==> src/pkg/ccg_pkg.sv <==
// Constants, types and helpers for the CPU clock generator with clock loss monitor.
package ccg_pkg;
   typedef enum logic [2:0]
   {
      CCG_MUL4 = 3'b111,
      CCG_MUL3 = 3'b110,
      CCG_MUL8 = 3'b101,
      CCG_MUL5 = 3'b100,
      CCG_DIRECT = 3'b011,
      CCG_MUL10 = 3'b010,
      CCG_PRESCALE = 3'b001,
      CCG_MUL16 = 3'b000
   } ccg_mode_t;

   localparam ccg_mode_t CCG_MODE_RESET = CCG_MUL4;
   localparam int CCG_CLK_PERIOD_NS = 40;
   localparam logic [1:0] CCG_CAPTURE_EDGE = 2'h2;
   localparam logic [1:0] CCG_FREE_DIV = 2'h2;
   localparam logic [4:0] CCG_WDT_OVF = 5'h10;
   localparam logic [15:0] CCG_PERIOD_INIT = 16'h0010;
   localparam logic [15:0] CCG_PERIOD_MAX = 16'hFFFF;
   localparam logic [4:0] CCG_WDT_DISABLE_BIT = 5'h04;

   // Multiplication factor of each PLL mode; one for the modes without the PLL.
   function automatic logic [4:0] ccg_factor(input ccg_mode_t m);
      case (m)
         CCG_MUL4: ccg_factor = 5'h04;
         CCG_MUL3: ccg_factor = 5'h03;
         CCG_MUL8: ccg_factor = 5'h08;
         CCG_MUL5: ccg_factor = 5'h05;
         CCG_MUL10: ccg_factor = 5'h0A;
         CCG_MUL16: ccg_factor = 5'h10;
         default: ccg_factor = 5'h01;
      endcase
   endfunction
endpackage

==> src/rtl/ccg_top.sv <==
// CPU clock generator with strap-selected mode and clock loss monitor.
`timescale 1ns/10ps
// Overview of operation
// Mode chosen from three straps at reset.
// Codes select multiply factors 4,3,8,5,10,16.
// Code 001 gives divide-by-two prescaler.
// Prescaler phases each last one input period.
// Code 011 bypasses PLL and oscillator amplifier.
// Direct drive phases follow input duty cycle.
// Non-PLL modes: PLL free-runs unless disabled.
// Monitor enabled after reset; bit disables it.
// Monitor active only in direct or prescaler.
// Counter counts PLL cycles, clears on transition.
// Failure after sixteen PLL cycles without transition.
// Failure switches to PLL, raises request flag.
// Switch-over sticks until next reset.
// Monitor disabled: external clock, PLL off.
// Other codes enable PLL times factor.
// PLL resynchronises gradually every factor transitions.
// Captured mode held until next reset.
module ccg_top
(
   input wire logic clk,
   input wire logic resetn,
   input wire logic ext_clock_input_pin,
   input wire logic [2:0] clock_mode_straps,
   input wire logic osc_watchdog_disable,
   output logic cpu_clock_r,
   output logic pll_on_r,
   output logic osc_amp_bypass_r,
   output logic clock_fail_r,
   output logic osc_wdt_irq_r,
   output ccg_pkg::ccg_mode_t mode_r
);
   import ccg_pkg::*;

   logic ext_m_r, ext_s_r, ext_d_r;
   logic [2:0] strap_m_r, strap_s_r;
   logic [1:0] cap_cnt_r;
   logic cap_done_r;
   logic [1:0] free_div_r;
   logic free_tick;
   logic [4:0] wdt_cnt_r;
   logic [15:0] per_cnt_r, period_r, target_r;
   logic [4:0] trans_cnt_r;
   logic [16:0] acc_r, acc_nxt, acc_sub;
   logic [4:0] factor;
   logic ext_edge, ext_rise, non_pll, wdt_active;

   assign ext_edge = ext_s_r ^ ext_d_r;
   assign ext_rise = ext_s_r & ~ext_d_r;
   assign factor = ccg_factor(mode_r);
   assign non_pll = (mode_r == CCG_DIRECT) || (mode_r == CCG_PRESCALE);
   assign wdt_active = cap_done_r && non_pll && !osc_watchdog_disable;
   assign free_tick = (free_div_r == CCG_FREE_DIV - 2'h1);
   assign acc_nxt = acc_r + {11'h000, factor, 1'b0};
   assign acc_sub = acc_nxt - {1'b0, target_r};

   // The clock input pin and the straps are synchronised before any logic looks at them; osc_watchdog_disable is used directly.
   always_ff @(posedge clk or negedge resetn)
   begin
      if (!resetn)
      begin
         ext_m_r <= 1'b0;
         ext_s_r <= 1'b0;
         ext_d_r <= 1'b0;
         strap_m_r <= 3'h7;
         strap_s_r <= 3'h7;
      end
      else
      begin
         ext_m_r <= ext_clock_input_pin;
         ext_s_r <= ext_m_r;
         ext_d_r <= ext_s_r;
         strap_m_r <= clock_mode_straps;
         strap_s_r <= strap_m_r;
      end
   end

   // The straps cannot be read under an asynchronous reset, so they are taken once the
   // synchroniser has filled after release, and never again until the next reset.
   always_ff @(posedge clk or negedge resetn)
   begin
      if (!resetn)
      begin
         cap_cnt_r <= 2'h0;
         cap_done_r <= 1'b0;
         mode_r <= CCG_MODE_RESET;
      end
      else if (!cap_done_r)
      begin
         if (cap_cnt_r == CCG_CAPTURE_EDGE)
         begin
            mode_r <= ccg_mode_t'(strap_s_r);
            cap_done_r <= 1'b1;
         end
         else
         begin
            cap_cnt_r <= cap_cnt_r + 2'h1;
         end
      end
   end

   // Free-running PLL rate, modelled as an enable pulse.
   always_ff @(posedge clk or negedge resetn)
   begin
      if (!resetn)
      begin
         free_div_r <= 2'h0;
      end
      else if (free_tick)
      begin
         free_div_r <= 2'h0;
      end
      else
      begin
         free_div_r <= free_div_r + 2'h1;
      end
   end

   // PLL power: on in multiply modes, and in the other modes only for the monitor.
   always_ff @(posedge clk or negedge resetn)
   begin
      if (!resetn)
      begin
         pll_on_r <= 1'b0;
         osc_amp_bypass_r <= 1'b0;
      end
      else if (cap_done_r)
      begin
         pll_on_r <= !non_pll || !osc_watchdog_disable;
         osc_amp_bypass_r <= (mode_r == CCG_DIRECT);
      end
   end

   // Clock loss monitor.
   always_ff @(posedge clk or negedge resetn)
   begin
      if (!resetn)
      begin
         wdt_cnt_r <= 5'h00;
         clock_fail_r <= 1'b0;
         osc_wdt_irq_r <= 1'b0;
      end
      else if (!wdt_active || clock_fail_r)
      begin
         wdt_cnt_r <= 5'h00;
      end
      else if (ext_edge)
      begin
         wdt_cnt_r <= 5'h00;
      end
      else if (free_tick)
      begin
         if (wdt_cnt_r == CCG_WDT_OVF - 5'h01)
         begin
            clock_fail_r <= 1'b1;
            osc_wdt_irq_r <= 1'b1;
         end
         else
         begin
            wdt_cnt_r <= wdt_cnt_r + 5'h01;
         end
      end
   end

   // Input period measurement and gradual target update every factor transitions.
   always_ff @(posedge clk or negedge resetn)
   begin
      if (!resetn)
      begin
         per_cnt_r <= 16'h0000;
         period_r <= CCG_PERIOD_INIT;
         target_r <= CCG_PERIOD_INIT;
         trans_cnt_r <= 5'h00;
      end
      else
      begin
         if (ext_rise)
         begin
            per_cnt_r <= 16'h0000;
            // A stalled input leaves the longest period rather than wrapping to zero.
            period_r <= (per_cnt_r == CCG_PERIOD_MAX) ? CCG_PERIOD_MAX : per_cnt_r + 16'h0001;
         end
         else if (per_cnt_r != CCG_PERIOD_MAX)
         begin
            per_cnt_r <= per_cnt_r + 16'h0001;
         end
         if (ext_edge)
         begin
            if (trans_cnt_r >= factor - 5'h01)
            begin
               trans_cnt_r <= 5'h00;
               // Halfway steps avoid abrupt jumps in the output rate.
               target_r <= 16'((({1'b0, target_r} + {1'b0, period_r}) >> 1));
            end
            else
            begin
               trans_cnt_r <= trans_cnt_r + 5'h01;
            end
         end
      end
   end

   // Rate accumulator of the multiplied clock; toggles 2F times per target period.
   always_ff @(posedge clk or negedge resetn)
   begin
      if (!resetn)
      begin
         acc_r <= 17'h00000;
      end
      else if (acc_nxt >= {1'b0, target_r})
      begin
         // Clamping keeps the remainder below the target, so a saturated rate never wraps.
         acc_r <= (acc_sub >= {1'b0, target_r}) ? 17'h00000 : acc_sub;
      end
      else
      begin
         acc_r <= acc_nxt;
      end
   end

   // CPU clock source selection. Multiplied rates are limited by the sampling clock.
   always_ff @(posedge clk or negedge resetn)
   begin
      if (!resetn)
      begin
         cpu_clock_r <= 1'b0;
      end
      else if (!cap_done_r)
      begin
         cpu_clock_r <= 1'b0;
      end
      else if (clock_fail_r)
      begin
         if (free_tick)
         begin
            cpu_clock_r <= ~cpu_clock_r;
         end
      end
      else if (mode_r == CCG_DIRECT)
      begin
         cpu_clock_r <= ext_s_r;
      end
      else if (mode_r == CCG_PRESCALE)
      begin
         if (ext_rise)
         begin
            cpu_clock_r <= ~cpu_clock_r;
         end
      end
      else if (acc_nxt >= {1'b0, target_r})
      begin
         cpu_clock_r <= ~cpu_clock_r;
      end
   end

   property p_mode_hold;
      @(posedge clk) disable iff (!resetn) cap_done_r |=> $stable(mode_r) && cap_done_r;
   endproperty
   a_mode_hold: assert property (p_mode_hold) else $error("Mode changed after capture.");

   property p_fail_sticky;
      @(posedge clk) disable iff (!resetn) clock_fail_r |=> clock_fail_r [*8];
   endproperty
   a_fail_sticky: assert property (p_fail_sticky) else $error("Failure switch lost.");

   property p_wdt_ovf;
      @(posedge clk) disable iff (!resetn)
         (wdt_active && !clock_fail_r && !ext_edge && free_tick && wdt_cnt_r == 5'h0F)
         |=> clock_fail_r && osc_wdt_irq_r;
   endproperty
   a_wdt_ovf: assert property (p_wdt_ovf) else $error("Overflow not flagged.");

   property p_wdt_early;
      @(posedge clk) disable iff (!resetn)
         (!clock_fail_r && wdt_cnt_r < 5'h0F) |=> !clock_fail_r;
   endproperty
   a_wdt_early: assert property (p_wdt_early) else $error("Failure flagged too early.");

   property p_wdt_clear;
      @(posedge clk) disable iff (!resetn) (wdt_active && ext_edge) |=> wdt_cnt_r == 5'h00;
   endproperty
   a_wdt_clear: assert property (p_wdt_clear) else $error("Counter not cleared.");

   property p_wdt_idle;
      @(posedge clk) disable iff (!resetn) (cap_done_r && !non_pll) |=> wdt_cnt_r == 5'h00;
   endproperty
   a_wdt_idle: assert property (p_wdt_idle) else $error("Monitor counting in PLL mode.");

   property p_irq_with_fail;
      @(posedge clk) disable iff (!resetn) $rose(clock_fail_r) |-> osc_wdt_irq_r;
   endproperty
   a_irq_with_fail: assert property (p_irq_with_fail) else $error("No request flag.");

   property p_direct_follow;
      @(posedge clk) disable iff (!resetn)
         (cap_done_r && mode_r == CCG_DIRECT && !clock_fail_r)
         |=> clock_fail_r || cpu_clock_r == $past(ext_s_r);
   endproperty
   a_direct_follow: assert property (p_direct_follow) else $error("Direct clock wrong.");

   property p_prescale;
      @(posedge clk) disable iff (!resetn)
         (cap_done_r && mode_r == CCG_PRESCALE && !clock_fail_r && ext_rise)
         |=> clock_fail_r || cpu_clock_r != $past(cpu_clock_r);
   endproperty
   a_prescale: assert property (p_prescale) else $error("Prescaler missed a toggle.");

   property p_pll_power;
      @(posedge clk) disable iff (!resetn)
         cap_done_r |=> pll_on_r == ($past(!non_pll) || $past(!osc_watchdog_disable));
   endproperty
   a_pll_power: assert property (p_pll_power) else $error("PLL power wrong.");

   c_fail: cover property (@(posedge clk) disable iff (!resetn) $rose(clock_fail_r));
   c_prescale: cover property (@(posedge clk) disable iff (!resetn)
      mode_r == CCG_PRESCALE && $rose(cpu_clock_r));
   c_pll: cover property (@(posedge clk) disable iff (!resetn)
      mode_r == CCG_MUL4 && cap_done_r && $rose(cpu_clock_r));
endmodule

==> config.mk <==
export PLATFORM = sky130hd
export DESIGN_NAME = ccg_top
export DESIGN_NICKNAME = d
export VERILOG_FILES = /design/src/pkg/ccg_pkg.sv /design/src/rtl/ccg_top.sv
export SDC_FILE = /design/constraint.sdc
export NUM_CORES = 1
export LEC_CHECK = 0
export BUFFER_PORTS_ARGS = -buffer_cell sky130_fd_sc_hd__buf_2
export CAP_MARGIN = 0
export CORE_ASPECT_RATIO = 1.2
export CORE_MARGIN = 3
export CORE_UTILIZATION = 40
export CTS_CLUSTER_DIAMETER = 50
export CTS_CLUSTER_SIZE = 12
export DETAILED_ROUTE_END_ITERATION = 6
export SETUP_SLACK_MARGIN = 0.4
export SKIP_LAST_GASP = 1
export SLEW_MARGIN = 20
export SYNTH_ARGS = -nofsm -noshare
export SYNTH_HDL_FRONTEND = slang
export SYNTH_SLANG_ARGS = --single-unit
==> constraint.sdc <==
create_clock -name clk -period 5.55 [get_ports clk]
set_input_delay 1.11 -clock clk [delete_from_list [all_inputs] [get_ports clk]]
set_output_delay 1.11 -clock clk [all_outputs]
set_load 0.01 [all_outputs]
Yosys cells after proc, flatten, opt, wreduce, memory -nomap -nowiden
Cells that the tools add are included.
Word-level totals
  output and inout bits: 8
  flip-flop bits (word level): 96
  word-level logic and storage cells: 93
  input port bits: 7
Cells by class
  equal/unequal tests: 16
  muxes and demuxes: 21
  bitwise operators: 8
  reduce and logical (&&, ||, !) cells: 17
  order comparisons: 3
  add/subtract/negate cells: 9
Operators with widths (count)
  $mux W16: 3
  $ge A17 B16 Y1: 2
  $mux W17: 2
  $pmux W5 S6: 1
  $mux W5: 5
  $add A16 B16 Y17: 1
  $add A17 B6 Y17: 1
  $sub A17 B16 Y17: 1
  $add A16 B1 Y16 const B: 1
  $eq A16 B16 Y1 const B: 1
  $ne A16 B16 Y1 const B: 1
  $eq A3 B3 Y1 const B: 4
  $add A5 B1 Y5 const B: 2
  $mux W1: 9
  $reduce_and A2 Y1: 4
  $eq A3 B2 Y1 const B: 2
  $not A1 Y1: 6
  $eq A5 B4 Y1 const B: 1
  $ge A5 B5 Y1: 1
  $ne A5 B2 Y1 const B: 1
  $ne A5 B4 Y1 const B: 1
  $sub A5 B1 Y5 const B: 1
  $add A2 B1 Y2 const B: 2
  $reduce_and A4 Y1: 1
  15 further kinds: 20

Depth between registers and ports, before layout
Gate-level depths: netlist (run 1).
  depth after elaboration: 9
  depth in mapped cells: 26
  mapped depth without buffers: 25

Least setup slack after synthesis (run 1)
Ideal clock, no wire load.
  path type: reg-to-reg
  start: register mode_r[1]
  end: register acc_r[9]
  cell stages (with the launch flop): 26
  required time: 5.481 ns
  arrival: 5.411 ns
  path slack: 0.070 ns
  path buffers: 1
  period minus slack after synthesis: 5.480 ns
  library setup time: 0.069 ns
  cell sequence: dfstp_2 > clkbuf_1 > nand2b_1 > and3_1 > ha_1 > nor2b_1 > o21ai_0 > a21boi_0 > or2_2 > nand2_1 > xnor2_1 > ha_1 > and3_1 > and2_1 > o311ai_1 > a21boi_1 > o21a_1 > or3_1 > and2_1 > ha_1 > a211oi_1 > o21ai_0 > a21oi_1 > nand2_1 > or4b_1 > nand3_1
Between the ends
  cells in the longest elaborated chain, start to end: 7
  elaborated cells between the ends (all ways): 13
  classes of those cells: 2 x add/sub; 2 x order compare; 5 x eq/ne; 3 x mux; 1 x reduce/logical
Ends and longest elaborated chain
  start, declared: line ccg_top.sv:33  | output ccg_pkg::ccg_mode_t mode_r
  start signal, assigned: line ccg_top.sv:94  | mode_r <= ccg_mode_t'(strap_s_r);
  $eq A3 B2 Y1, or another cell as far along: line ccg_pkg.sv:26  | case (m)
  $pmux W5 S6 *: line ccg_pkg.sv:26
  $add A17 B6 Y17 *: line ccg_top.sv:56  | assign acc_nxt = acc_r + {11'h000, factor, 1'b0};
  $sub A17 B16 Y17: line ccg_top.sv:57  | assign acc_sub = acc_nxt - {1'b0, target_r};
  $ge A17 B16 Y1: line ccg_top.sv:215  | acc_r <= (acc_sub >= {1'b0, target_r}) ? 17'h00000 : acc_sub;
  $mux W17: line ccg_top.sv:215
  $mux W17 *: line ccg_top.sv:212  | else if (acc_nxt >= {1'b0, target_r})
  end signal, assigned: line ccg_top.sv:215
  end signal, assigned: line ccg_top.sv:219  | acc_r <= acc_nxt;
  end, declared: line ccg_top.sv:46  | logic [16:0] acc_r, acc_nxt, acc_sub;
Every way passes the cells marked *; elsewhere a longest branch is shown, timed or not.
A chain may end at the register's enable or synchronous reset.

Final worst setup path (run 1)
  start: register mode_r[0]
  end: register acc_r[13]
The elaborated chain is that of the path after synthesis.

==> summary.md, run 1 <==
| Metric | Value |
|---|---|
| Status | finished, final reports clean |
| Worst Hold Slack | 354.9 ps |
| Synth area leaders | dfrtp_1 33%, ha_1 12%, dfstp_2 4.5%, xnor2_1 4.1%, nor2_1 4.0% |
| Startpoint Class | register |
| Syn-to-layout area delta | 15.93% |
| DRC viols | 0 |
| Setup-failing EPs final | 0 |
| IO Pins | 15 |
| Async set or reset register ratio after synthesis | 1.000 |
| CP max FO | 8 |
| Antenna Cells | 0 |
| DRT iter0 DRCs | 205 |
| Placed instance count | 907 |
| Max Cap Viol | 0 |
| Register area | between 2000 and 2500 um^2 |
| Met1 Usage GRT | 0.2112 |
| CTS tree | yes |
| Syn Nets | 767 |
| Largest net degree at the start of global routing | 61 |
| Post-Synth XOR/XNOR Area | 0.06988 |
| GRT busiest layer | met2 |
| Number of fill cells in the layout | 1,488 |
| Row cnt | 50 |
| DRT Wirelength | 14,170 um |
| Gr usage total | 0.1684 |
| Power density over the cells | between 600 and 700 nW/um^2 |
| Seq cells post-synth | 96 |
| Synth Area in Adders | 0.1343 |
| Clock transition at the registers of the reported paths | 70 ps |
| Top_reg_cell synth | dfrtp_1 |
| Post-Synth Simple-Gate Area | 0.1858 |
| IO Port Bufs | 14 |
| Post-synth EDFFs | 0 |
| Normalized max-slew margin | 0.4978 |
| Worst-case vdd ir drop | 0.2111 mV |
| Post-synthesis mux area share | 0.02147 |
| H-tree levels | 3 |
| Final Instance Count excl. Fillers | approximately 940 |
| Share of layout cells above drive strength 1 | 0.1780 |
| Nets | 805 |
| Setup ws final | 385.0 ps |
| RSZ-0062 raised after global routing | true |
| FMAX | between 150 and 200 MHz |
| Max Slew Vio Count | 0 |
| Post-detail-place hpwl | between 10,000 and 15,000 um |
| Synth top area share | 0.3318 |
| Die area | approximately 18,000 um^2 |
| P_leak | roughly 0.0034 uW |
| Post-route ant nets | 0 |
| Fin. Hold Viols | 0 |
| Complex-gate fraction of the synthesized area | 0.1735 |
| Post-synth cell types | 67 |
| Hold Path Class | reg2reg |
| Multi-input logic area | 3974 um^2 |
| Yosys warnings | 0 |
| First-pass DRT Iterations | 4 |
| R2R setup slack | 390 ps |
| GP Congestion | ~0.98 |
| Period utilisation layout | 0.9306 |
| Core Box Area | 15,640 um^2 |
| M3 GR Usage | 0.02216 |
| Root Buffer | clkbuf_16 |
| Area leader, netlist | dfrtp_1 |
| Classification of the worst setup path | reg2reg |
| Vias per Instance | roughly 5.4 |
| Initial Util | 0.4098 |
| Grt met2 use | 0.3013 |
| Wire length per cell | 15.01 um |
| WP data arrival | 5400 ps |
| Combinational family with the most area after synthesis | simple AND/OR/NAND/NOR gates |
| Mapped Avg Cell Area | roughly 9.2 um^2 |
| Initial antenna violation count | 0 |
| Dpl ws | -55.05 ps |
| Number of global-route vias before repair | roughly 5,000 |
| Via count | 5,065 |
| Die Wd | 121.6 um |
| Final Util | 0.4751 |
| Global route overflow | 0 |
| Clock Skew | 7.430 ps |
| Num CTS Buffers | 9 |
| Tmin final | 5165 ps |
| Post-Synthesis Cells | 693 |
| Sequential area share after synthesis | 0.3769 |
| Area of the mapped netlist | 6410 um^2 |
| Worst slew pin tran | 753.4 ps |
| Clock Sinks | 96 |
| Crit path required time | 5790 ps |
| CP Capture Type | register |
| Clock buffer depth | 2 |
| Global-route wire length before repair | ~24,000 um |
| Die height | between 100 and 150 um |
| Clock latency on the worst-skew pair | 350 ps |
## sequential cells by signal (all words and copies together) (netlist names)
name	cells
target_r	16
ext_d_r	1
wdt_cnt_r	5
ext_m_r	1
free_div_r	2
osc_amp_bypass_r	1
ext_s_r	1
cap_done_r	1
mode_r	3
acc_r	17
cap_cnt_r	2
per_cnt_r	16
pll_on_r	1
osc_wdt_irq_r	1
strap_m_r	3
strap_s_r	3
trans_cnt_r	5
cpu_clock_r	1
period_r	16
## critical path, stage by stage (launching register included)
cell	delay (ps)
dfstp_2	600
xor2_2	170
ha_2	210
inv_2	40
fa_2	340
nor2b_2	130
o21ai_2	70
a21boi_2	180
or2_4	160
nand2_2	60
xnor2_2	150
ha_1	320
and3_4	190
and2_4	160
o311ai_4	90
a21boi_2	110
o21a_1	190
or3_4	330
and2_4	170
ha_4	270
and3_4	170
nand3_2	50
a211o_1	290
nand2_2	140
nor3_4	50
buf_6	160
a32o_1	240
## metrics by stage
stage          instance area, um^2  total power [uW]  TNS, ps
3_3_place_gp                  6755              3400        0
2_1_floorplan                 6440              2852        0
3_5_place_dp                  6755              3455   -105.5
5_1_grt                       7431              4857        0
4_1_cts                       7321              4358        0
6_report                      7431              4459        0
## final timing paths
path / start / to / depth (start not counted)
max: mode_r[0]$_DFFE_PN1P_ / acc_r[13]$_DFF_PN0_ / 26
min: ext_m_r$_DFF_PN0_ / ext_s_r$_DFF_PN0_ / 0
max reg2reg: mode_r[0]$_DFFE_PN1P_ / acc_r[13]$_DFF_PN0_ / 26
min reg2reg: ext_m_r$_DFF_PN0_ / ext_s_r$_DFF_PN0_ / 0
max in group asynchronous: resetn / target_r[15]$_DFFE_PN0P_ / 2
min in group asynchronous: resetn / acc_r[14]$_DFF_PN0_ / 1
## logic make-up after synthesis
| logic type | after synthesis |
|---|---|
| buffers and inverters | 61 |
| DFF | 96 |
| xor gates and xnor gates | 49 |
| AOI/OAI and AO/OA | 167 |
| other | 1 |
| muxes | 13 |
| and+or+nand+nor | 239 |
| adders and majority gates | 67 |
## where the power goes
| part | total (uW) | internal, uW | leakage, uW | switching (uW) |
|---|---|---|---|---|
| clock network | 659 | 359 | 0.000146 | 300 |
| registers | 971 | 852 | 0.00120 | 119 |
| logic | 2830 | 1270 | 0.00209 | 1550 |
## synthesized netlist by cell type (3+ instances only)
| master | number |
|---|---|
| a221oi_1 | 3 |
| a21oi_1 | 43 |
| nand3_1 | 24 |
| dfstp_2 | 11 |
| nand4_1 | 6 |
| inv_1 | 44 |
| mux2i_1 | 7 |
| fa_1 | 3 |
| clkbuf_1 | 15 |
| and3_1 | 15 |
| nor3_1 | 9 |
| and2_1 | 8 |
| ha_1 | 64 |
| o22ai_1 | 3 |
| a211oi_1 | 7 |
| o31ai_1 | 5 |
| or3_1 | 8 |
| and4_1 | 3 |
| o21a_1 | 10 |
| a22o_1 | 12 |
| or2_2 | 6 |
| mux2_2 | 5 |
| nor2_1 | 68 |
| a31oi_1 | 5 |
| dfrtp_1 | 85 |
| nand2_1 | 51 |
| nand2b_1 | 13 |
| nor2b_1 | 16 |
| o31a_1 | 4 |
| o21ai_0 | 36 |
| o21bai_1 | 5 |
| xor2_1 | 18 |
| a21o_1 | 10 |
| xnor2_1 | 30 |
## placed cells by master, fill, tap and decap left out, types with 11 or more instances in the layout
master / n
ha_1: 59
buf_4: 29
dfrtp_1: 85
nand3_1: 23
nand2b_1: 12
a21oi_1: 39
nor2_1: 68
buf_2: 13
o21ai_0: 30
a22o_1: 12
xnor2_1: 27
nand2_1: 48
xor2_1: 16
and3_1: 12
nor2b_1: 15
dfstp_2: 11
inv_1: 43
## repair_timing
| action | CTS | global route |
|---|---|---|
| gates cloned | 0 | 0 |
| setup endpoints to repair | 16 | 16 |
| hold buffers | 0 | 0 |
| endpoints found under the hold margin | 0 | 0 |
| setup buffers | 16 | 5 |
| pin swaps | 39 | 35 |
| resized for setup | 31 | 16 |
## cell type report
cell class | instances | area share
Sequential cell | 96 | 0.3251
Tap cell | 208 | 0.03502
Clock inverter | 7 | 0.01145
Clock buffer | 9 | 0.03031
Timing Repair Buffer | 44 | 0.04108
Inverter | 44 | 0.02223
Multi-Input combinational cell | 536 | 0.5348
## metal layers
metal	share of wire	routed length, um
met1	0.46	6474
met2	0.50	7095
met3	0.022	313
met4	0.020	282
met5	0	0
Power figures use the tool's default switching activity.
==> run 2: changes to the inputs <==
--- a/config.mk
+++ b/config.mk
@@ -5,7 +5,6 @@
 export SDC_FILE = /design/constraint.sdc
 export NUM_CORES = 1
 export LEC_CHECK = 0
-export BUFFER_PORTS_ARGS = -buffer_cell sky130_fd_sc_hd__buf_2
 export CAP_MARGIN = 0
 export CORE_ASPECT_RATIO = 1.2
 export CORE_MARGIN = 3
@@ -13,6 +12,7 @@
 export CTS_CLUSTER_DIAMETER = 50
 export CTS_CLUSTER_SIZE = 12
 export DETAILED_ROUTE_END_ITERATION = 6
+export DONT_BUFFER_PORTS = 1
 export SETUP_SLACK_MARGIN = 0.4
 export SKIP_LAST_GASP = 1
 export SLEW_MARGIN = 20
==> summary.md, run 2 (synthesized netlist as in run 1, its figures left out) <==
| Metric | Value |
|---|---|
| Status | finished, final reports clean (unchanged) |
| Power density over the cells | 605.1 nW/um^2 (was 600.0 nW/um^2) |
| Dpl cell area | 6683 um^2 (was 6755 um^2) |
| Number of global-route vias before repair | 5,188 (was 5,139) |
| Die height | 144.7 um (unchanged) |
| Vias per Instance | 5.498 (was 5.365) |
| Startpoint Class | register (unchanged) |
| Int Pwr | 2526 uW (was 2486 uW) |
| Number of fill cells in the layout | 1,492 (was 1,488) |
| Clock Skew | 8.651 ps (was 7.430 ps) |
| Antenna Cells | 0 (unchanged) |
| DRC viols | 0 (unchanged) |
| Cts hold-fix bufs | 0 (unchanged) |
| Nets | 802 (was 805) |
| First-pass DRT Iterations | 5 (was 4) |
| IO Pins | 15 (unchanged) |
| Global route overflow | 0 (unchanged) |
| Setup-failing EPs final | 0 (unchanged) |
| H-tree levels | 3 (unchanged) |
| Via count | 5,174 (was 5,065) |
| Crit path required time | 5790 ps (about the same) |
| Most common cell after layout, fill and taps aside | dfrtp_1 (unchanged) |
| CP Capture Type | register (unchanged) |
| Syn-to-layout area delta | 16.83% (was 15.93%) |
| Period utilisation layout | 0.9294 (was 0.9306) |
| Post-detail-place hpwl | 10,820 um (was 10,630 um) |
| Initial Util | 0.4098 (unchanged) |
| CTS tree | yes (unchanged) |
| FMAX | 193.9 MHz (was 193.6 MHz) |
| Largest net degree at the start of global routing | 97 (was 61) |
| RSZ-0062 raised after global routing | true (unchanged) |
| WP data arrival | 5390 ps (was 5400 ps) |
| Clock transition at the registers of the reported paths | 80 ps (was 70 ps) |
| Commonest cells after routing, fill and taps aside | 85 x dfrtp_1, 68 x nor2_1, 57 x ha_1, 48 x nand2_1, 43 x inv_1 (was 85 x dfrtp_1, 68 x nor2_1, 59 x ha_1, 48 x nand2_1, 43 x inv_1) |
| Gr usage total | 0.1773 (was 0.1684) |
| Sw Pwr | 2005 uW (was 1973 uW) |
| Core Box Area | 15,640 um^2 (unchanged) |
| Setup total negative slack | 0 ps (unchanged) |
| DRT iter0 DRCs | 252 (was 205) |
| Classification of the worst setup path | reg2reg (unchanged) |
| Wire length per cell | 15.79 um (was 15.01 um) |
| Worst slew pin tran | 689.5 ps (was 753.4 ps) |
| Share of layout cells above drive strength 1 | 0.1760 (was 0.1780) |
| Clock latency on the worst-skew pair | 350 ps (about the same) |
| Global-route wire length before repair | 25,250 um (was 24,040 um) |
| Flop pwr share | 0.216 (was 0.218) |
| Die area | 17,590 um^2 (unchanged) |
| Initial antenna violation count | 0 (unchanged) |
| Max Cap Viol | 0 (unchanged) |
| Reg with most FFs | acc_r (unchanged) |
| DRT Wirelength | 14,860 um (was 14,170 um) |
| Tmin final | 5158 ps (was 5165 ps) |
| Hold Path Class | reg2reg (unchanged) |
| Num CTS Buffers | 9 (unchanged) |
| Max Slew Vio Count | 0 (unchanged) |
| Largest register FFs | 17 (unchanged) |
| GP Congestion | 0.9429 (was 0.9790) |
| Final Instance Area | 7488 um^2 (was 7431 um^2) |
| Clock buffer depth | 2 (unchanged) |
| IO Port Bufs | 0 (was 14) |
| Gate power share | 0.639 (was 0.634) |
| Die Wd | 121.6 um (unchanged) |
| Post-route ant nets | 0 (unchanged) |
| Switch share | 0.4425 (about the same) |
| CP max FO | 6 (was 8) |
| Clock Sinks | 96 (unchanged) |
| Normalized max-slew margin | 0.5368 (was 0.4978) |
| Fin. Hold Viols | 0 (unchanged) |
| Clk pwr share | 0.145 (was 0.148) |
| Worst-case vdd ir drop | 0.2711 mV (was 0.2111 mV) |
| Row cnt | 50 (unchanged) |
| Root Buffer | clkbuf_16 (unchanged) |
| P_leak | 0.003452 uW (was 0.003436 uW) |
-- run 2: path summary, 6_finish.rpt --
path                                       startpoint                      end  slack [ps]  depth (start not counted)
worst min register to register      ext_m_r$_DFF_PN0_        ext_s_r$_DFF_PN0_         350                          0
min in group asynchronous                      resetn      acc_r[12]$_DFF_PN0_         460                          0
worst min-delay path                ext_m_r$_DFF_PN0_        ext_s_r$_DFF_PN0_         350                          0
worst max register to register  mode_r[0]$_DFFE_PN1P_      acc_r[13]$_DFF_PN0_         390                         26
max in group asynchronous                      resetn  period_r[4]$_DFFE_PN1P_        4880                          0
worst max-delay path            mode_r[0]$_DFFE_PN1P_      acc_r[13]$_DFF_PN0_         390                         26
-- run 2: per-stage QoR --
step	total power, uW	instances	hold WS (ps)	utilization	setup WS, ps
floorplan	2852	693	331.2	-	429.3
global placement	3358	893	333.2	0.4273	272.4
detailed placement	3418	893	336.5	0.4273	140.0
CTS	4310	929	358.0	0.4655	410.1
global route	4931	941	364.5	0.4788	165.6
finish	4531	941	350.3	0.4788	391.8
-- run 2: worst max-delay path: stages (launching register included) --
cell and delay, ps:
dfstp_2 590, xor2_2 170, ha_2 210, inv_2 40, fa_2 340, nor2b_2 130
o21ai_2 70, a21boi_2 200, or2_4 190, nand2_4 60, xnor2_2 150, ha_1 310
and3_4 160, and2_4 160, o311ai_4 80, a21boi_2 110, o21a_1 190, or3_4 330
and2_4 180, ha_4 270, and3_4 180, nand3_2 70, a211o_1 290, nand2_2 100
nor3_2 50, buf_4 160, a32o_2 260
-- run 2: power groups by stage --
stage | clock, uW | combinational (uW) | sequential [uW]
after floorplan | 0 | 1900 | 949
after global placement | 0 | 2370 | 984
after detailed placement | 0 | 2430 | 986
after CTS | 676 | 2660 | 977
after global routing | 709 | 3220 | 1000
final | 658 | 2890 | 980
-- run 2: final cells by class --
type	instances	area, um^2	area share
Multi-Input combinational cell	536	4018	0.5365
Inverter	44	165.2	0.02206
Clock buffer	10	250.2	0.03342
Clock inverter	6	67.56	0.009023
Tap cell	208	260.3	0.03475
Sequential cell	96	2416	0.3226
Timing Repair Buffer	41	311.5	0.04160
-- run 2: layer usage --
layer / part of all wire / vias up / global-route usage / routed length [um]
li1: - / 2536 / - / -
met4: 0.022 / 0 / 0.06077 / 320
met3: 0.033 / 28 / 0.02333 / 489
met2: 0.52 / 86 / 0.3156 / 7668
met5: 0 / - / 0 / 0
met1: 0.43 / 2524 / 0.2219 / 6385
-- run 2: what timing repair did --
item                                    CTS  global route
endpoints found under the hold margin     0             0
pin swaps                                24            38
setup buffers                            20            12
resized for setup                        26            24
endpoints found under the setup margin   16            16
==> run 3: changes to the inputs <==
--- a/config.mk
+++ b/config.mk
@@ -5,6 +5,7 @@
 export SDC_FILE = /design/constraint.sdc
 export NUM_CORES = 1
 export LEC_CHECK = 0
+export ABC_AREA = 1
 export CAP_MARGIN = 0
 export CORE_ASPECT_RATIO = 1.2
 export CORE_MARGIN = 3
==> summary.md, run 3 <==
| Metric | Value |
|---|---|
| Status | finished, final reports clean (unchanged) |
| Clock Skew | 7.680 ps (was 8.651 ps) |
| DRT iter0 DRCs | 275 (was 252) |
| Worst Hold Slack | 355.8 ps (was 350.3 ps) |
| Global route overflow | 0 (unchanged) |
| Reg with most FFs | acc_r (unchanged) |
| Top post-synthesis cells by count | 185 x nand2_1, 127 x inv_1, 85 x dfrtp_1, 78 x nor2_1, 64 x ha_1 (was 85 x dfrtp_1, 68 x nor2_1, 64 x ha_1, 51 x nand2_1, 44 x inv_1) |
| Int Pwr | 2248 uW (was 2526 uW) |
| Max Slew Vio Count | 0 (unchanged) |
| CP most frequent cell | nand2_2 |
| Setup ws final | 611.7 ps (was 391.8 ps) |
| Num CTS Buffers | 9 (unchanged) |
| Startpoint Class | register (unchanged) |
| Top_reg_cell synth | dfrtp_1 (unchanged) |
| Row cnt | 51 (was 50) |
| Largest register FFs | 17 (unchanged) |
| Worst slew pin tran | 649.1 ps (was 689.5 ps) |
| GP Congestion | 0.8549 (was 0.9429) |
| Gr usage total | 0.1648 (was 0.1773) |
| Via count | 5,384 (was 5,174) |
| Overall power | 4404 uW (was 4531 uW) |
| Sequential area share after synthesis | 0.3630 (was 0.3769) |
| Setup-failing EPs final | 0 (unchanged) |
| Normalized max-slew margin | 0.5662 (was 0.5368) |
| Power density over the cells | 590.4 nW/um^2 (was 605.1 nW/um^2) |
| Max Cap Viol | 0 (unchanged) |
| Initial Util | 0.4090 (was 0.4098) |
| Nets | 935 (was 802) |
| Number of global-route vias before repair | 5,067 (was 5,188) |
| Crit-path max cell delay | 660 ps (was 590 ps) |
| Clock latency on the worst-skew pair | 340 ps (was 350 ps) |
| Share of layout cells above drive strength 1 | 0.1316 (was 0.1760) |
| Flop pwr share | 0.221 (was 0.216) |
| Synth area leaders | dfrtp_1 32%, ha_1 12%, nand2_1 10%, inv_1 7.2%, xor2_1 4.7% (was dfrtp_1 33%, ha_1 12%, dfstp_2 4.5%, xnor2_1 4.1%, nor2_1 4.0%) |
| Post-detail-place hpwl | 11,220 um (was 10,820 um) |
| Initial antenna violation count | 0 (unchanged) |
| H-tree levels | 3 (unchanged) |
| Crit path required time | 5830 ps (was 5790 ps) |
| Area of the mapped netlist | 6655 um^2 (was 6410 um^2) |
| Syn-to-layout area delta | 12.07% (was 16.83%) |
| Worst-case vdd ir drop | 0.2289 mV (was 0.2711 mV) |
| CP max FO | 8 (was 6) |
| Post-Synthesis Cells | 855 (was 693) |
| Gate power share | 0.648 (was 0.639) |
| First-pass DRT Iterations | 5 (unchanged) |
| CP max stage cell | dfstp_2 (unchanged) |
| FMAX | 202.5 MHz (was 193.9 MHz) |
| Period utilisation layout | 0.8898 (was 0.9294) |
| Fin. Hold Viols | 0 (unchanged) |
| Root Buffer | clkbuf_16 (unchanged) |
| CTS tree | yes (unchanged) |
| Post-synth EDFFs | 0 (unchanged) |
| Classification of the worst setup path | reg2reg (unchanged) |
| Area leader, netlist | dfrtp_1 (unchanged) |
| Dpl ws | 370.1 ps (was 140.0 ps) |
| Post-synth cell types | 48 (was 67) |
| DRT Wirelength | 14,810 um (was 14,860 um) |
| Number of fill cells in the layout | 1,621 (was 1,492) |
| Switch share | 0.4896 (was 0.4425) |
| Clock transition at the registers of the reported paths | 70 ps (was 80 ps) |
| Cts hold-fix bufs | 0 (unchanged) |
| Clock Sinks | 96 (unchanged) |
| Seq cells post-synth | 96 (unchanged) |
| Antenna Cells | 0 (unchanged) |
| Global-route wire length before repair | 23,940 um (was 25,250 um) |
| Core Box Area | 16,270 um^2 (was 15,640 um^2) |
| Yosys warnings | 0 (unchanged) |
| Setup total negative slack | 0 ps (unchanged) |
| Synth top area share | 0.3196 (was 0.3318) |
| IO Port Bufs | 0 (unchanged) |
| Clk pwr share | 0.131 (was 0.145) |
| Largest net degree at the start of global routing | 97 (unchanged) |
| Clock buffer depth | 2 (unchanged) |
| IO Pins | 15 (unchanged) |
| Final Util | 0.4584 (was 0.4788) |
| Most common cell in the netlist | nand2_1 (was dfrtp_1) |
| DRC viols | 0 (unchanged) |
| Die height | 147.3 um (was 144.7 um) |
| Die area | 18,230 um^2 (was 17,590 um^2) |
| Async set or reset register ratio after synthesis | 1.000 (unchanged) |
| Most common cell after layout, fill and taps aside | nand2_1 (was dfrtp_1) |
| Tmin final | 4938 ps (was 5158 ps) |
| WP data arrival | 5220 ps (was 5390 ps) |
| Die Wd | 123.8 um (was 121.6 um) |
| RSZ-0062 raised after global routing | false (was true) |
| Hold Path Class | reg2reg (unchanged) |
| Commonest cells after routing, fill and taps aside | 173 x nand2_1, 122 x inv_1, 85 x dfrtp_1, 70 x nor2_1, 56 x ha_1 (was 85 x dfrtp_1, 68 x nor2_1, 57 x ha_1, 48 x nand2_1, 43 x inv_1) |
| Syn Nets | 929 (was 767) |
| Wire length per cell | 13.74 um (was 15.79 um) |
| Mapped Avg Cell Area | 7.784 um^2 (was 9.249 um^2) |
| Sw Pwr | 2156 uW (was 2005 uW) |
| Vias per Instance | 4.994 (was 5.498) |
| Post-route ant nets | 0 (unchanged) |
| P_leak | 0.003659 uW (was 0.003452 uW) |
| CP Capture Type | register (unchanged) |
## run 3: cell count changes after synthesis, sizes merged, moves of 12 or more
cell	previous run	this run
nand2	51	188
inv	44	129
xnor2	31	10
xor2	18	37
nor2b	16	0
a21oi	43	56
and3	15	2
nand2b	13	0
a22o	12	0
a31oi	5	17
nor2	68	80
nor3	11	23
## run 3: layer usage
layer / track usage / vias to the layer above / wire length (um)
met1: 0.2270 / 2502 / 7169
met3: 0.02118 / 20 / 221
met4: 0.05596 / 0 / 276
met5: 0 / - / 0
li1: - / 2815 / -
met2: 0.2660 / 47 / 7138
## run 3: worst max-delay path, delay by kind of cell, from the launching register on
kind | cells | cell delay [ps]
AO/OA/AOI/OAI | 3 | 570
XOR/XNOR | 2 | 350
adder cells (fa/ha/maj) | 4 | 1160
buffers and inverters | 5 | 330
flip-flops | 1 | 660
AND/OR/NAND/NOR | 21 | 1780
## run 3: logic make-up (layout without fill, tap and decap cells)
family	after synthesis	in the layout	share of synthesized area
other	1	1	0.0005635
buffers and inverters	142	153	0.08197
AND/OR/NAND/NOR	353	353	0.2335
XOR/XNOR	47	47	0.06298
adder cells (fa/ha/maj)	67	67	0.1293
flip-flops	96	96	0.3630
AO/OA/AOI/OAI	149	149	0.1286
## run 3: final timing paths
check / startpoint / endpoint / slack, ps / cells after the start
worst max-delay path: mode_r[2]$_DFFE_PN1P_ / acc_r[8]$_DFF_PN0_ / 610 / 35
worst min-delay path: strap_m_r[0]$_DFF_PN1_ / strap_s_r[0]$_DFF_PN1_ / 360 / 0
worst max register to register: mode_r[2]$_DFFE_PN1P_ / acc_r[8]$_DFF_PN0_ / 610 / 35
worst min register to register: strap_m_r[0]$_DFF_PN1_ / strap_s_r[0]$_DFF_PN1_ / 360 / 0
max in group asynchronous: resetn / target_r[4]$_DFFE_PN1P_ / 4860 / 0
min in group asynchronous: resetn / acc_r[3]$_DFF_PN0_ / 460 / 0
## run 3: metrics by stage
step | std cells | cell area, um^2
finish | 1078 | 7458
global route | 1078 | 7458
CTS | 1074 | 7167
detailed placement | 1058 | 6889
global placement | 1058 | 6889
floorplan | 855 | 6655
## run 3: repair_timing
item | in CTS | in global routing
buffers inserted | 0 | 4
endpoints found under the hold margin | 0 | 0
setup endpoints to repair | 16 | 16
pin swaps | 0 | 21
resized for setup | 1 | 62
## run 3: cell type report
class | count | area [um^2] | share of cell area
clock buffer | 10 | 229.0 | 0.03070
clock inverter | 6 | 45.04 | 0.006039
inverter | 129 | 486.7 | 0.06526
multi-input combinational | 617 | 3956 | 0.5304
sequential | 96 | 2416 | 0.3239
tap | 212 | 265.3 | 0.03556
timing repair buffer | 8 | 60.06 | 0.008052
## run 3: power groups by stage
stage               Combinational [uW]  Clock, uW  Sequential [uW]
floorplan                         2040          0              942
global placement                  2590          0              980
detailed placement                2610          0              982
CTS                               2630        600              970
global route                      3260        625              997
finish                            2850        577              974
